### config.mk
export PLATFORM = sky130hd
export DESIGN_NAME = dct_timer_unit
export DESIGN_NICKNAME = d
export VERILOG_FILES = /design/src/core/dct_pkg.sv /design/src/core/dct_timer_unit.sv
export VERILOG_INCLUDE_DIRS = /design/src /design/src/core
export SDC_FILE = /design/constraint.sdc
export NUM_CORES = 1
export LEC_CHECK = 0
export BUFFER_PORTS_ARGS = -buffer_cell sky130_fd_sc_hd__buf_4
export CORE_AREA = 3 3 137 139
export DETAILED_ROUTE_END_ITERATION = 8
export DIE_AREA = 0 0 140 142
export REMOVE_ABC_BUFFERS = 1
export SLEW_MARGIN = 15
export SYNTH_ARGS = -nofsm -noshare
export SYNTH_HDL_FRONTEND = slang
export SYNTH_SLANG_ARGS = --single-unit
### constraint.sdc
create_clock -name clk_in -period 3.28 [get_ports clk_in]
set_clock_uncertainty 0.1 [all_clocks]
set_input_delay 0.656 -clock clk_in [delete_from_list [all_inputs] [get_ports clk_in]]
set_output_delay 0.656 -clock clk_in [all_outputs]
set_load 0.03 [all_outputs]
### src/core/dct_consts.svh
// Purpose: offsets, field positions, reset values and counts of the timer unit
// Assumes: 32-bit wishbone words, 8-bit registers in the low byte lane
// Notes:   included by core/dct_timer_unit.sv
`ifndef DCT_CONSTS_SVH
`define DCT_CONSTS_SVH

// register byte addresses
`define DCT_A_T0LO  8'h00
`define DCT_A_T0HI  8'h04
`define DCT_A_T1LO  8'h08
`define DCT_A_T1HI  8'h0C
`define DCT_A_RUN   8'h10
`define DCT_A_MODE  8'h14
`define DCT_A_CLK   8'h18
`define DCT_A_GCFG  8'h1C
`define DCT_A_IEN   8'h20
`define DCT_A_ISTAT 8'h24

// run/flag register fields
`define DCT_B_RUN0  0
`define DCT_B_OVF0  1
`define DCT_B_RUN1  2
`define DCT_B_OVF1  3

// clock control fields
`define DCT_B_CKS0  0
`define DCT_B_CKS1  1
`define DCT_B_PSLO  2

// prescaler divide values per prescale select code
`define DCT_DIV0    6'h0C
`define DCT_DIV1    6'h04
`define DCT_DIV2    6'h30
`define DCT_DIV3    6'h08

`define DCT_RST8    8'h00
`define DCT_RST4    4'h0
`define DCT_RST2    2'h0
`endif

### src/core/dct_pkg.sv
// Purpose: types shared by the dual counter/timer unit
// Assumes: nothing
// Notes:   mode codes follow the two-bit mode-select field
package dct_pkg;
    typedef enum logic [1:0] {
        DCT_MODE13 = 2'h0,
        DCT_MODE16 = 2'h1,
        DCT_MODE8R = 2'h2,
        DCT_SPLIT  = 2'h3
    } dct_mode_e;

    // one half of the mode register
    typedef struct packed {
        logic      gate;
        logic      cs;
        dct_mode_e mode;
    } dct_cfg_s;

    typedef struct packed {
        logic [7:0] hi;
        logic [7:0] lo;
    } dct_cnt_s;
endpackage : dct_pkg

### src/core/dct_timer_unit.sv
// Purpose: two 16-bit counter/timers with four modes behind a wishbone slave
// Assumes: one clock; pins are asynchronous and are synchronised here
// Notes:   what this block does is listed below
// What this block does
// - each timer count is 16 bits, written and read as low and high byte
// - counter select 1: count falling edges of the synchronised event pin
// - event edges up to a quarter of the clock rate are counted
// - counter select 0: clock select 1 uses every clock, 0 prescaled ticks
// - timer runs only when run set and gate off or gate input active; split high byte ignores gate, timer one while zero splits ignores both
// - timer one uses second gate input with its own polarity
// - setting run leaves the count untouched
// - 13-bit mode: high byte upper 8, low bits 4..0; bits 7..5 unused
// - 13-bit wrap sets overflow flag and may raise an interrupt
// - 16-bit mode uses all sixteen bits, otherwise like 13-bit
// - auto-reload: low counts, wrap sets flag and reloads from high
// - split: timer zero low byte is an 8-bit timer on zero's controls
// - split: high byte timer only, runs on one's run bit, sets one's flag
// - split: timer one runs without event clock or flag, still pulses out
// - timer one stops in split mode, runs in others while zero splits
// - each timer has its own mode field and configuration bits
//
// Our own choices: the placing of the registers and the Wishbone slave port.
`timescale 1ns/1ps
`include "dct_consts.svh"

module dct_timer_unit
    import dct_pkg::*;
(
    input  wire logic        clk_in,                 // 50 MHz clock
    input  wire logic        rst_b_in,               // async reset, low
    input  wire logic        wb_cyc_in,              // bus cycle
    input  wire logic        wb_stb_in,              // strobe
    input  wire logic        wb_we_in,               // write enable
    input  wire logic [7:0]  wb_adr_in,              // byte address
    input  wire logic [3:0]  wb_sel_in,              // byte selects
    input  wire logic [31:0] wb_dat_in,              // write data
    output logic      [31:0] wb_dat_out,             // read data
    output logic             wb_ack_out,             // acknowledge
    input  wire logic        timer_zero_event_pin_in, // event pin 0
    input  wire logic        timer_one_event_pin_in, // event pin 1
    input  wire logic        gate_zero_input_in,     // gate input 0
    input  wire logic        gate_one_input_in,      // gate input 1
    output logic             irq_out,                // level interrupt
    output logic             t0_ovf_out,             // timer zero wrap pulse
    output logic             t1_ovf_out              // timer one wrap pulse
);

////////////////////////////////////////////////////////////////////////
// step one count by one in the given mode; top bit is the wrap

function automatic logic [16:0] dct_step(input dct_mode_e m,
                                         input logic [15:0] c);
    logic [16:0] r;
    logic [13:0] s13;
    logic [8:0]  s8;
    r   = {1'b0, c};
    s13 = {1'b0, c[15:8], c[4:0]} + 14'h0001;
    s8  = {1'b0, c[7:0]} + 9'h001;
    case (m)
        DCT_MODE13: r = {s13[13], s13[12:5], c[7:5], s13[4:0]};
        DCT_MODE16: r = {1'b0, c} + 17'h00001;
        DCT_MODE8R: r = {s8[8], c[15:8],
                         (s8[8] ? c[15:8] : s8[7:0])};
        default:    r = {1'b0, c};
    endcase
    return r;
endfunction : dct_step

function automatic logic [5:0] dct_div(input logic [1:0] s);
    logic [5:0] d;
    case (s)
        2'h0:    d = `DCT_DIV0;
        2'h1:    d = `DCT_DIV1;
        2'h2:    d = `DCT_DIV2;
        default: d = `DCT_DIV3;
    endcase
    return d;
endfunction : dct_div

////////////////////////////////////////////////////////////////////////
// reset release

logic rst_s1_q;
logic rst_b;

always_ff @(posedge clk_in or negedge rst_b_in) begin
    if (!rst_b_in) begin
        rst_s1_q <= 1'b0;
        rst_b    <= 1'b0;
    end else begin
        rst_s1_q <= 1'b1;
        rst_b    <= rst_s1_q;
    end
end

////////////////////////////////////////////////////////////////////////
// state

dct_cnt_s   t0_q;
dct_cnt_s   t1_q;
dct_cnt_s   t0_d;
dct_cnt_s   t1_d;
dct_cfg_s   cfg0_q;
dct_cfg_s   cfg1_q;
logic       run0_q;
logic       run1_q;
logic       flag0_q;
logic       flag1_q;
logic [1:0] cks_q;
logic [1:0] psel_q;
logic [1:0] pol_q;
logic [1:0] ien_q;
logic [1:0] istat_q;
logic       ack_q;
logic [5:0] pre_cnt_q;
logic       pre_tick_q;
logic [1:0] ev_s1_q;
logic [1:0] ev_s2_q;
logic [1:0] ev_s3_q;
logic [1:0] gt_s1_q;
logic [1:0] gt_s2_q;

////////////////////////////////////////////////////////////////////////
// bus decode

logic       acc;
logic       wr;
logic       rd;
logic [7:0] wd;

assign acc = wb_cyc_in & wb_stb_in & ~ack_q;
assign wr  = acc & wb_we_in & wb_sel_in[0];
assign rd  = acc & ~wb_we_in;
assign wd  = wb_dat_in[7:0];

always_ff @(posedge clk_in or negedge rst_b) begin
    if (!rst_b) begin
        ack_q <= 1'b0;
    end else begin
        ack_q <= acc;
    end
end

////////////////////////////////////////////////////////////////////////
// pin synchronisers and edge detect

always_ff @(posedge clk_in or negedge rst_b) begin
    if (!rst_b) begin
        ev_s1_q <= `DCT_RST2;
        ev_s2_q <= `DCT_RST2;
        ev_s3_q <= `DCT_RST2;
        gt_s1_q <= `DCT_RST2;
        gt_s2_q <= `DCT_RST2;
    end else begin
        ev_s1_q <= {timer_one_event_pin_in, timer_zero_event_pin_in};
        ev_s2_q <= ev_s1_q;
        ev_s3_q <= ev_s2_q;
        gt_s1_q <= {gate_one_input_in, gate_zero_input_in};
        gt_s2_q <= gt_s1_q;
    end
end

logic [1:0] ev_fall;
logic [1:0] gate_ok;

assign ev_fall = ev_s3_q & ~ev_s2_q;
assign gate_ok = ~(gt_s2_q ^ pol_q);

////////////////////////////////////////////////////////////////////////
// prescaler

always_ff @(posedge clk_in or negedge rst_b) begin
    if (!rst_b) begin
        pre_cnt_q  <= 6'h00;
        pre_tick_q <= 1'b0;
    end else if (pre_cnt_q >= dct_div(psel_q) - 6'h01) begin
        pre_cnt_q  <= 6'h00;
        pre_tick_q <= 1'b1;
    end else begin
        pre_cnt_q  <= pre_cnt_q + 6'h01;
        pre_tick_q <= 1'b0;
    end
end

////////////////////////////////////////////////////////////////////////
// count paths

logic tk0;
logic tk0t;
logic tk1;
logic tk1t;
logic en0;
logic en1;
logic ov0;
logic ovh;
logic ov1;
logic split0;

assign split0 = (cfg0_q.mode == DCT_SPLIT);
assign tk0t   = cks_q[0] | pre_tick_q;
assign tk1t   = cks_q[1] | pre_tick_q;
assign tk0    = cfg0_q.cs ? ev_fall[0] : tk0t;
assign tk1    = cfg1_q.cs ? ev_fall[1] : tk1t;
assign en0    = run0_q & (~cfg0_q.gate | gate_ok[0]) & tk0;

always_comb begin
    logic [16:0] s;
    logic [8:0]  h;
    s    = 17'h00000;
    h    = 9'h000;
    t0_d = t0_q;
    t1_d = t1_q;
    ov0  = 1'b0;
    ovh  = 1'b0;
    ov1  = 1'b0;
    en1  = 1'b0;
    if (split0) begin
        if (en0) begin
            h       = {1'b0, t0_q.lo} + 9'h001;
            t0_d.lo = h[7:0];
            ov0     = h[8];
        end
        if (run1_q & tk1t) begin
            h       = {1'b0, t0_q.hi} + 9'h001;
            t0_d.hi = h[7:0];
            ovh     = h[8];
        end
    end else if (en0) begin
        s    = dct_step(cfg0_q.mode, t0_q);
        t0_d = s[15:0];
        ov0  = s[16];
    end
    if (cfg1_q.mode != DCT_SPLIT) begin
        if (split0) begin
            en1 = tk1t;
        end else begin
            en1 = run1_q & (~cfg1_q.gate | gate_ok[1]) & tk1;
        end
    end
    if (en1) begin
        s    = dct_step(cfg1_q.mode, t1_q);
        t1_d = s[15:0];
        ov1  = s[16];
    end
end

logic set1;
assign set1 = split0 ? ovh : ov1;

////////////////////////////////////////////////////////////////////////
// count registers; a bus write wins over a step in that cycle

always_ff @(posedge clk_in or negedge rst_b) begin
    if (!rst_b) begin
        t0_q <= {`DCT_RST8, `DCT_RST8};
    end else begin
        t0_q.lo <= (wr && wb_adr_in == `DCT_A_T0LO) ? wd : t0_d.lo;
        t0_q.hi <= (wr && wb_adr_in == `DCT_A_T0HI) ? wd : t0_d.hi;
    end
end

always_ff @(posedge clk_in or negedge rst_b) begin
    if (!rst_b) begin
        t1_q <= {`DCT_RST8, `DCT_RST8};
    end else begin
        t1_q.lo <= (wr && wb_adr_in == `DCT_A_T1LO) ? wd : t1_d.lo;
        t1_q.hi <= (wr && wb_adr_in == `DCT_A_T1HI) ? wd : t1_d.hi;
    end
end

////////////////////////////////////////////////////////////////////////
// run and flag register; hardware set wins over software clear

always_ff @(posedge clk_in or negedge rst_b) begin
    if (!rst_b) begin
        run0_q  <= 1'b0;
        run1_q  <= 1'b0;
        flag0_q <= 1'b0;
        flag1_q <= 1'b0;
    end else begin
        if (wr && wb_adr_in == `DCT_A_RUN) begin
            run0_q <= wd[`DCT_B_RUN0];
            run1_q <= wd[`DCT_B_RUN1];
        end
        if (ov0) begin
            flag0_q <= 1'b1;
        end else if (wr && wb_adr_in == `DCT_A_RUN) begin
            flag0_q <= wd[`DCT_B_OVF0];
        end
        if (set1) begin
            flag1_q <= 1'b1;
        end else if (wr && wb_adr_in == `DCT_A_RUN) begin
            flag1_q <= wd[`DCT_B_OVF1];
        end
    end
end

////////////////////////////////////////////////////////////////////////
// configuration registers

always_ff @(posedge clk_in or negedge rst_b) begin
    if (!rst_b) begin
        cfg0_q <= `DCT_RST4;
        cfg1_q <= `DCT_RST4;
        cks_q  <= `DCT_RST2;
        psel_q <= `DCT_RST2;
        pol_q  <= `DCT_RST2;
        ien_q  <= `DCT_RST2;
    end else if (wr) begin
        if (wb_adr_in == `DCT_A_MODE) begin
            cfg0_q <= wd[3:0];
            cfg1_q <= wd[7:4];
        end
        if (wb_adr_in == `DCT_A_CLK) begin
            cks_q  <= wd[`DCT_B_CKS1:`DCT_B_CKS0];
            psel_q <= wd[`DCT_B_PSLO+1:`DCT_B_PSLO];
        end
        if (wb_adr_in == `DCT_A_GCFG) begin
            pol_q <= wd[1:0];
        end
        if (wb_adr_in == `DCT_A_IEN) begin
            ien_q <= wd[1:0];
        end
    end
end

////////////////////////////////////////////////////////////////////////
// interrupt status: set on flag events, cleared by its read

logic rd_ist;
assign rd_ist = rd && wb_adr_in == `DCT_A_ISTAT;

always_ff @(posedge clk_in or negedge rst_b) begin
    if (!rst_b) begin
        istat_q <= `DCT_RST2;
        irq_out <= 1'b0;
    end else begin
        istat_q <= {set1, ov0} | (rd_ist ? 2'h0 : istat_q);
        irq_out <= |(istat_q & ien_q);
    end
end

always_ff @(posedge clk_in or negedge rst_b) begin
    if (!rst_b) begin
        t0_ovf_out <= 1'b0;
        t1_ovf_out <= 1'b0;
    end else begin
        t0_ovf_out <= ov0;
        t1_ovf_out <= ov1;
    end
end

////////////////////////////////////////////////////////////////////////
// read mux

logic [7:0] rdat;

always_comb begin
    case (wb_adr_in)
        `DCT_A_T0LO:  rdat = t0_q.lo;
        `DCT_A_T0HI:  rdat = t0_q.hi;
        `DCT_A_T1LO:  rdat = t1_q.lo;
        `DCT_A_T1HI:  rdat = t1_q.hi;
        `DCT_A_RUN:   rdat = {4'h0, flag1_q, run1_q, flag0_q, run0_q};
        `DCT_A_MODE:  rdat = {cfg1_q, cfg0_q};
        `DCT_A_CLK:   rdat = {4'h0, psel_q, cks_q};
        `DCT_A_GCFG:  rdat = {6'h00, pol_q};
        `DCT_A_IEN:   rdat = {6'h00, ien_q};
        `DCT_A_ISTAT: rdat = {6'h00, istat_q};
        default:      rdat = 8'h00;
    endcase
end

always_ff @(posedge clk_in or negedge rst_b) begin
    if (!rst_b) begin
        wb_ack_out <= 1'b0;
        wb_dat_out <= 32'h00000000;
    end else begin
        wb_ack_out <= acc;
        wb_dat_out <= rd ? {24'h000000, rdat} : 32'h00000000;
    end
end

endmodule : dct_timer_unit
Yosys cells after proc, flatten, opt, wreduce, memory -nomap -nowiden. Cells that the tools add are included.

Bits in registers: 85. Bits in latches: 0. Bits in writable memories: 0. ROM bits: 0. Bits of input ports: 53. Output and inout port bits: 36. Word-level logic and storage cells: 157. Memories: 0.

Add/subtract/negate cells: 9. Multipliers: 0. Divide/modulo/power cells: 0. Magnitude comparators: 1. Eq/ne operators: 22. Shift operators: 0. Muxes and demuxes: 33. Bitwise operators: 24. Reduce and logical (&&, ||, !) cells: 33.

Operator list (number): 17-bit case mux with 3 select lines (2); 8-bit case mux with 10 select lines (1); 8-bit 2-to-1 mux (9); 16-bit 2-to-1 mux (3); 16-bit by 1-bit adder with 17-bit output, second input constant (2); 8-bit by 5-bit equality test with 1-bit output, second input constant (4); 13-bit by 1-bit adder with 14-bit output, second input constant (2); 8-bit by 1-bit adder with 9-bit output, second input constant (3); 6-bit case mux with 3 select lines (1); 8-bit by 4-bit equality test with 1-bit output, second input constant (2); 8-bit by 6-bit equality test with 1-bit output, second input constant (2); 1-bit 2-to-1 mux (15); 2-bit AND reduction (6); 4-bit nonzero test (3); 1-bit AND (10); 2-bit nonzero test (5); 3-bit AND reduction (3); 3-bit nonzero test (3); 2-bit equality test, second input constant (4); 8-bit by 3-bit equality test with 1-bit output, second input constant (1); 8-bit logical NOT (1); 6-bit by 1-bit adder with 6-bit output, second input constant (1); 2-bit by 1-bit equality test with 1-bit output, second input constant (3); 6-bit greater-or-equal comparator (1); 17 further kinds (35).

Logic depth before layout (Yosys ltp).
Depth in word-level cells: 10. Mapped depth: 9.

Worst setup path before layout. No wires, ideal clock.

Path type: input to register. From: input port wb_adr_in[3]. To: register t1_q[0] in the netlist's numbering. Data arrival time: 2164 ps. Required time: 3055 ps. Setup slack: 891 ps. Cell stages on the path: 6. Path through: buf_2 > or4b_4 > nor2_8 > nand2_1 > o21ai_1 > mux2_2.

Word-level cells in the longest chain between the ends: 4.

Ends and longest elaborated chain: from (decl) (line dct_timer_unit.sv:34) `input wire logic [7:0] wb_adr_in,`; 8-bit by 4-bit equality test with 1-bit output (*); 1-bit logical AND (no line) (*); 4-bit nonzero test (no line) / 2-bit nonzero test (equally long branches); 2-bit AND reduction (no line); to (signal assigned) (line dct_timer_unit.sv:264) `` t1_q <= {`DCT_RST8, `DCT_RST8}; ``; to (decl) (line dct_timer_unit.sv:100) `dct_cnt_s t1_q;`.

Every way passes the cells marked *; elsewhere a longest branch is shown, timed or not. A chain may end at the register's enable or synchronous reset.

Final worst setup path.
From: register cfg1_q[0] in the netlist's numbering. To: register flag1_q.

Word-level cells in the longest chain between the ends: 5.

Ends and longest elaborated chain: from (decl) (line dct_timer_unit.sv:104) `dct_cfg_s cfg1_q;`; from (signal assigned) (line dct_timer_unit.sv:304) `` cfg1_q <= `DCT_RST4; ``; from (signal assigned) (line dct_timer_unit.sv:312) `cfg1_q <= wd[7:4];`; 2-bit equality test (tied with other cells) (line dct_timer_unit.sv:59) `case (m)`; 17-bit case mux with 3 select lines / 1-bit 2-to-1 mux (equally long branches) (line dct_timer_unit.sv:59, dct_timer_unit.sv:233); 1-bit 2-to-1 mux (*) (line dct_timer_unit.sv:240) `if (en1) begin`; 1-bit 2-to-1 mux (*) (line dct_timer_unit.sv:248) `assign set1 = split0 ? ovh : ov1;`; 1-bit 2-to-1 mux / 2-bit nonzero test (equally long branches); to (signal assigned) (line dct_timer_unit.sv:293) `` flag1_q <= wd[`DCT_B_OVF1]; ``; to (decl) (line dct_timer_unit.sv:108) `logic flag1_q;`.

Marked as above.

==> impl_summary.txt <==
----------------------------------------------------
[Finish]
  Proportion of layout cells with a drive suffix above 1 ... 0.165
  Ant. Diodes ... 0
  Number of filler cells placed in the layout ... between 1500 and 2000
  Count of nets after finishing ... about 720
  Final Non-Filler Cells ... 889
  Final instance area ... roughly 6400 sq um
  Area growth, synth to finish ... 12.8%

[Synth]
  Main flop type after synthesis ... sky130_fd_sc_hd__dfrtp_1
  Count of different cell masters after synthesis ... 75
  Synth Area per Inst ... around 8.9 sq um
  Share of async-settable or async-resettable flops after synthesis ... 1.00
  Synth top area share ... 0.377
  Seq cells post-synth ... 85
  Most area-hungry cell type in the Yosys netlist ... sky130_fd_sc_hd__dfrtp_1
  Count of flip-flops with a built-in enable after synthesis ... 0
  Cell count after synthesis ... 635
  Part of the Yosys area used for sequential elements ... 0.377
  Summed instance area of the synthesized netlist ... around 5600 sq um
  Yosys warning total ... 0
  Largest cells by area after synthesis ... sky130_fd_sc_hd__dfrtp_1 38%, sky130_fd_sc_hd__a21oi_1 4.2%, sky130_fd_sc_hd__nand2_1 3.8%

[Clocking]
  TritonCTS clock tree ... done
  Clock transition at the register clock pins on the worst setup and hold paths after CTS ... around 0.070 ns
  Clock buffers created by TritonCTS ... 9
  Buffer cell driving the clock tree root ... sky130_fd_sc_hd__clkbuf_16
  Post-CTS setup buffer count ... 0
  Maximum root-to-sink buffer count ... 2
  Later-pin clock latency in the skew report ... approximately 0.35 ns
  Total number of clock tree sinks ... 85
  H-tree levels ... 3
  Resized cells post-CTS ... 0
  Number of buffers added to fix hold violations after cts ... 1

[Critical path]
  Critical path launch point type ... flop
  Kind of critical path ... flop to flop
  Slowest Stage Delay on Critical Path ... around 0.65 ns
  WP data required ... between 3 and 4 ns
  Peak fanout along the critical path ... 9
  Worst path most repeated cell ... sky130_fd_sc_hd__inv_1
  Critical Path Sink Type ... flop
  Worst-path cell chain ... inv_1 > ha_1 > inv_1 > o32ai_2 > a41oi_1 > or4_1 > nand3b_1
  Bufs and invs on worst path ... 2
  Cell family contributing the most delay on the critical path ... simple AND/OR/NAND/NOR gates
  Arrival time at the worst endpoint ... just under 3 ns
  Critical-path top delay cell ... sky130_fd_sc_hd__or4_1

[Floorplanning]
  Total number of placement rows ... between 40 and 50
  Full die area ... just under 20000 sq um
  Horizontal extent of the die ... roughly 140 um
  Die H ... roughly 140 um
  IO Count ... roughly 90
  Placeable core region ... approximately 18000 sq um
  Effective utilization at floorplan ... 0.318

[STA]
  RSZ-0062 raised after global routing ... no
  Setup tns final ... 0 ns
  Achievable Freq ... between 300 and 400 MHz
  Minimum clock period ... ~2.7 ns
  Final Hold Fails ... 0
  Number of max-slew violations in the final report ... 0
  Number of setup violations in the final report ... 0
  Share of the cycle needed by the critical path after routing ... 0.835
  Slew headroom ... 0.580
  Worst slew pin tran ... roughly 0.63 ns

[GRT]
  Total congestion overflow ... 0
  GR peak layer ... met2
  Largest net degree at the start of global routing ... approximately 40
  Antenna violations before repair ... 0
  GR Util met2 ... 0.263
  Wire length of the first global-routing pass ... 27.4 mm
  Met1 usage in global routing ... 0.247
  Routing usage on met3 ... 0.0329
  Vias in the first global route ... just under 5000
  Global-route total usage across every layer ... 0.175

[Placement]
  Sum of net half-perimeters after detailed placement ... 12.3 mm
  Placed insts ... between 800 and 900
  Placer congestion estimate ... ~0.9
  Buffers added on ports ... 37
  Post-place instance area ... 6030 sq um

[Routing]
  Number of antenna-violating nets in the routed design ... 0
  DRC violation count after routing ... 0
  Number of optimization iterations in the first detailed-route pass ... 5
  Avg WL per Cell ... 19.2 um
  Detailed-route wire length ... 17.1 mm
  Number of violations reported at the end of detailed-routing iteration 0 ... 530
  Total number of vias ... 5121
  Vias per inst ... between 5 and 6

[Power]
  Static leakage ... around 2.6 nW
  Worst VDD drop ... roughly 0.25 mV
  Power density cells ... 518 nW/um^2
  Power, Total ... 3.30 mW

[Outcome]
  Status ... completed

[Min path]
  Min-Delay Path Class ... flop to asynchronous set/reset pin

[Job]
  MaxCap Viol Count ... 0

----------------------------------------------------
flip-flops by register name, indices dropped and copies added (netlist names), 2 cells and up:
signal	flops
cfg0_q	4
t1_q	16
ev_s3_q	2
cks_q	2
t0_q	16
istat_q	2
ev_s2_q	2
cfg1_q	4
wb_dat_out	8
ev_s1_q	2
ien_q	2
pol_q	2
gt_s2_q	2
gt_s1_q	2
pre_cnt_q	6
psel_q	2
layout make-up:
cell class                 count  area (sq um)  share of cell area
timing repair buffer          52           393              0.0617
multi-input combinational    494          3180               0.499
clock buffer                  10           239              0.0375
sequential                    85          2130               0.335
inverter                      13          48.8             0.00766
tap                          229           287              0.0450
clock inverter                 6          93.8              0.0147
cell usage after synthesis, drive strengths merged (8+ instances only):
cell    count
nor2       43
nand3      21
and3        8
dfrtp      85
a21oi      47
inv        12
nand2      57
buf        38
nor3       19
ha         13
or4         9
clkbuf     29
and2       11
a31oi      15
o21ai      31
mux2       19
a22oi      11
nand4      16
o31ai      13
a22o        9
o211ai      8
cells in the final DEF, fill, tap and decap left out, drive strengths merged, types with 14 or more instances in the layout:
| cell | instances |
|---|---|
| dfrtp | 85 |
| nand2 | 57 |
| buf | 51 |
| a21oi | 47 |
| nor2 | 43 |
| o21ai | 31 |
| conb | 26 |
| nand3 | 21 |
| nor3 | 19 |
| mux2 | 19 |
| nand4 | 16 |
| a31oi | 15 |
| inv | 14 |
stage by stage:
step	setup slack [ns]	hold slack (ns)	util
floorplan	0.637	0.231	-
global placement	0.483	0.233	0.339
detailed placement	0.479	0.235	0.339
CTS	0.570	0.251	0.358
global route	0.427	0.259	0.358
finish	0.542	0.226	0.358
power by group:
| group | switching (mW) | leakage (nW) | internal (mW) |
|---|---|---|---|
| Clock | 0.461 | 0.160 | 0.695 |
| Combinational | 0.373 | 1.41 | 0.291 |
| Sequential | 0.293 | 1.01 | 1.19 |
cell families after synthesis:
logic type,Yosys count,share of synthesized area
AOI/OAI and AO/OA,191,0.232
adders and majority gates,13,0.0288
muxes,25,0.0492
xor gates and xnor gates,10,0.0155
other,2,0.00133
DFF,85,0.377
and+or+nand+nor,229,0.220
buffers and inverters,80,0.0764
worst reg2reg max path, delay by kind of cell (launching register included):
| kind | cells | cell delay, ns |
|---|---|---|
| adder cells (fa/ha/maj) | 1 | 0.35 |
| buffers and inverters | 2 | 0.32 |
| AO/OA/AOI/OAI | 2 | 0.68 |
| AND/OR/NAND/NOR | 2 | 0.78 |
| flip-flops | 1 | 0.45 |
worst paths after layout:
kind / start / end / slack, ns / cells past startpoint
max: cfg1_q[0]$_DFFE_PN0P_ / flag1_q$_DFFE_PN0P_ / 0.54 / 7
min: rst_b$_DFF_PN0_ / t1_q[4]$_DFFE_PN0P_ / 0.23 / 0
max reg2reg: cfg1_q[0]$_DFFE_PN0P_ / flag1_q$_DFFE_PN0P_ / 0.54 / 7
min reg2reg: rst_b$_DFF_PN0_ / t1_q[4]$_DFFE_PN0P_ / 0.23 / 0
max in group asynchronous: rst_b$_DFF_PN0_ / wb_ack_out$_DFF_PN0_ / 2.12 / 1
min in group clk_in: gt_s1_q[1]$_DFF_PN0_ / gt_s2_q[1]$_DFF_PN0_ / 0.25 / 0
metal layers:
layer,share of wire,wire (um)
met1,0.45,7770
met2,0.45,7630
met3,0.074,1270
met4,0.025,433
met5,0,0
Power figures use the tool's default switching activity.
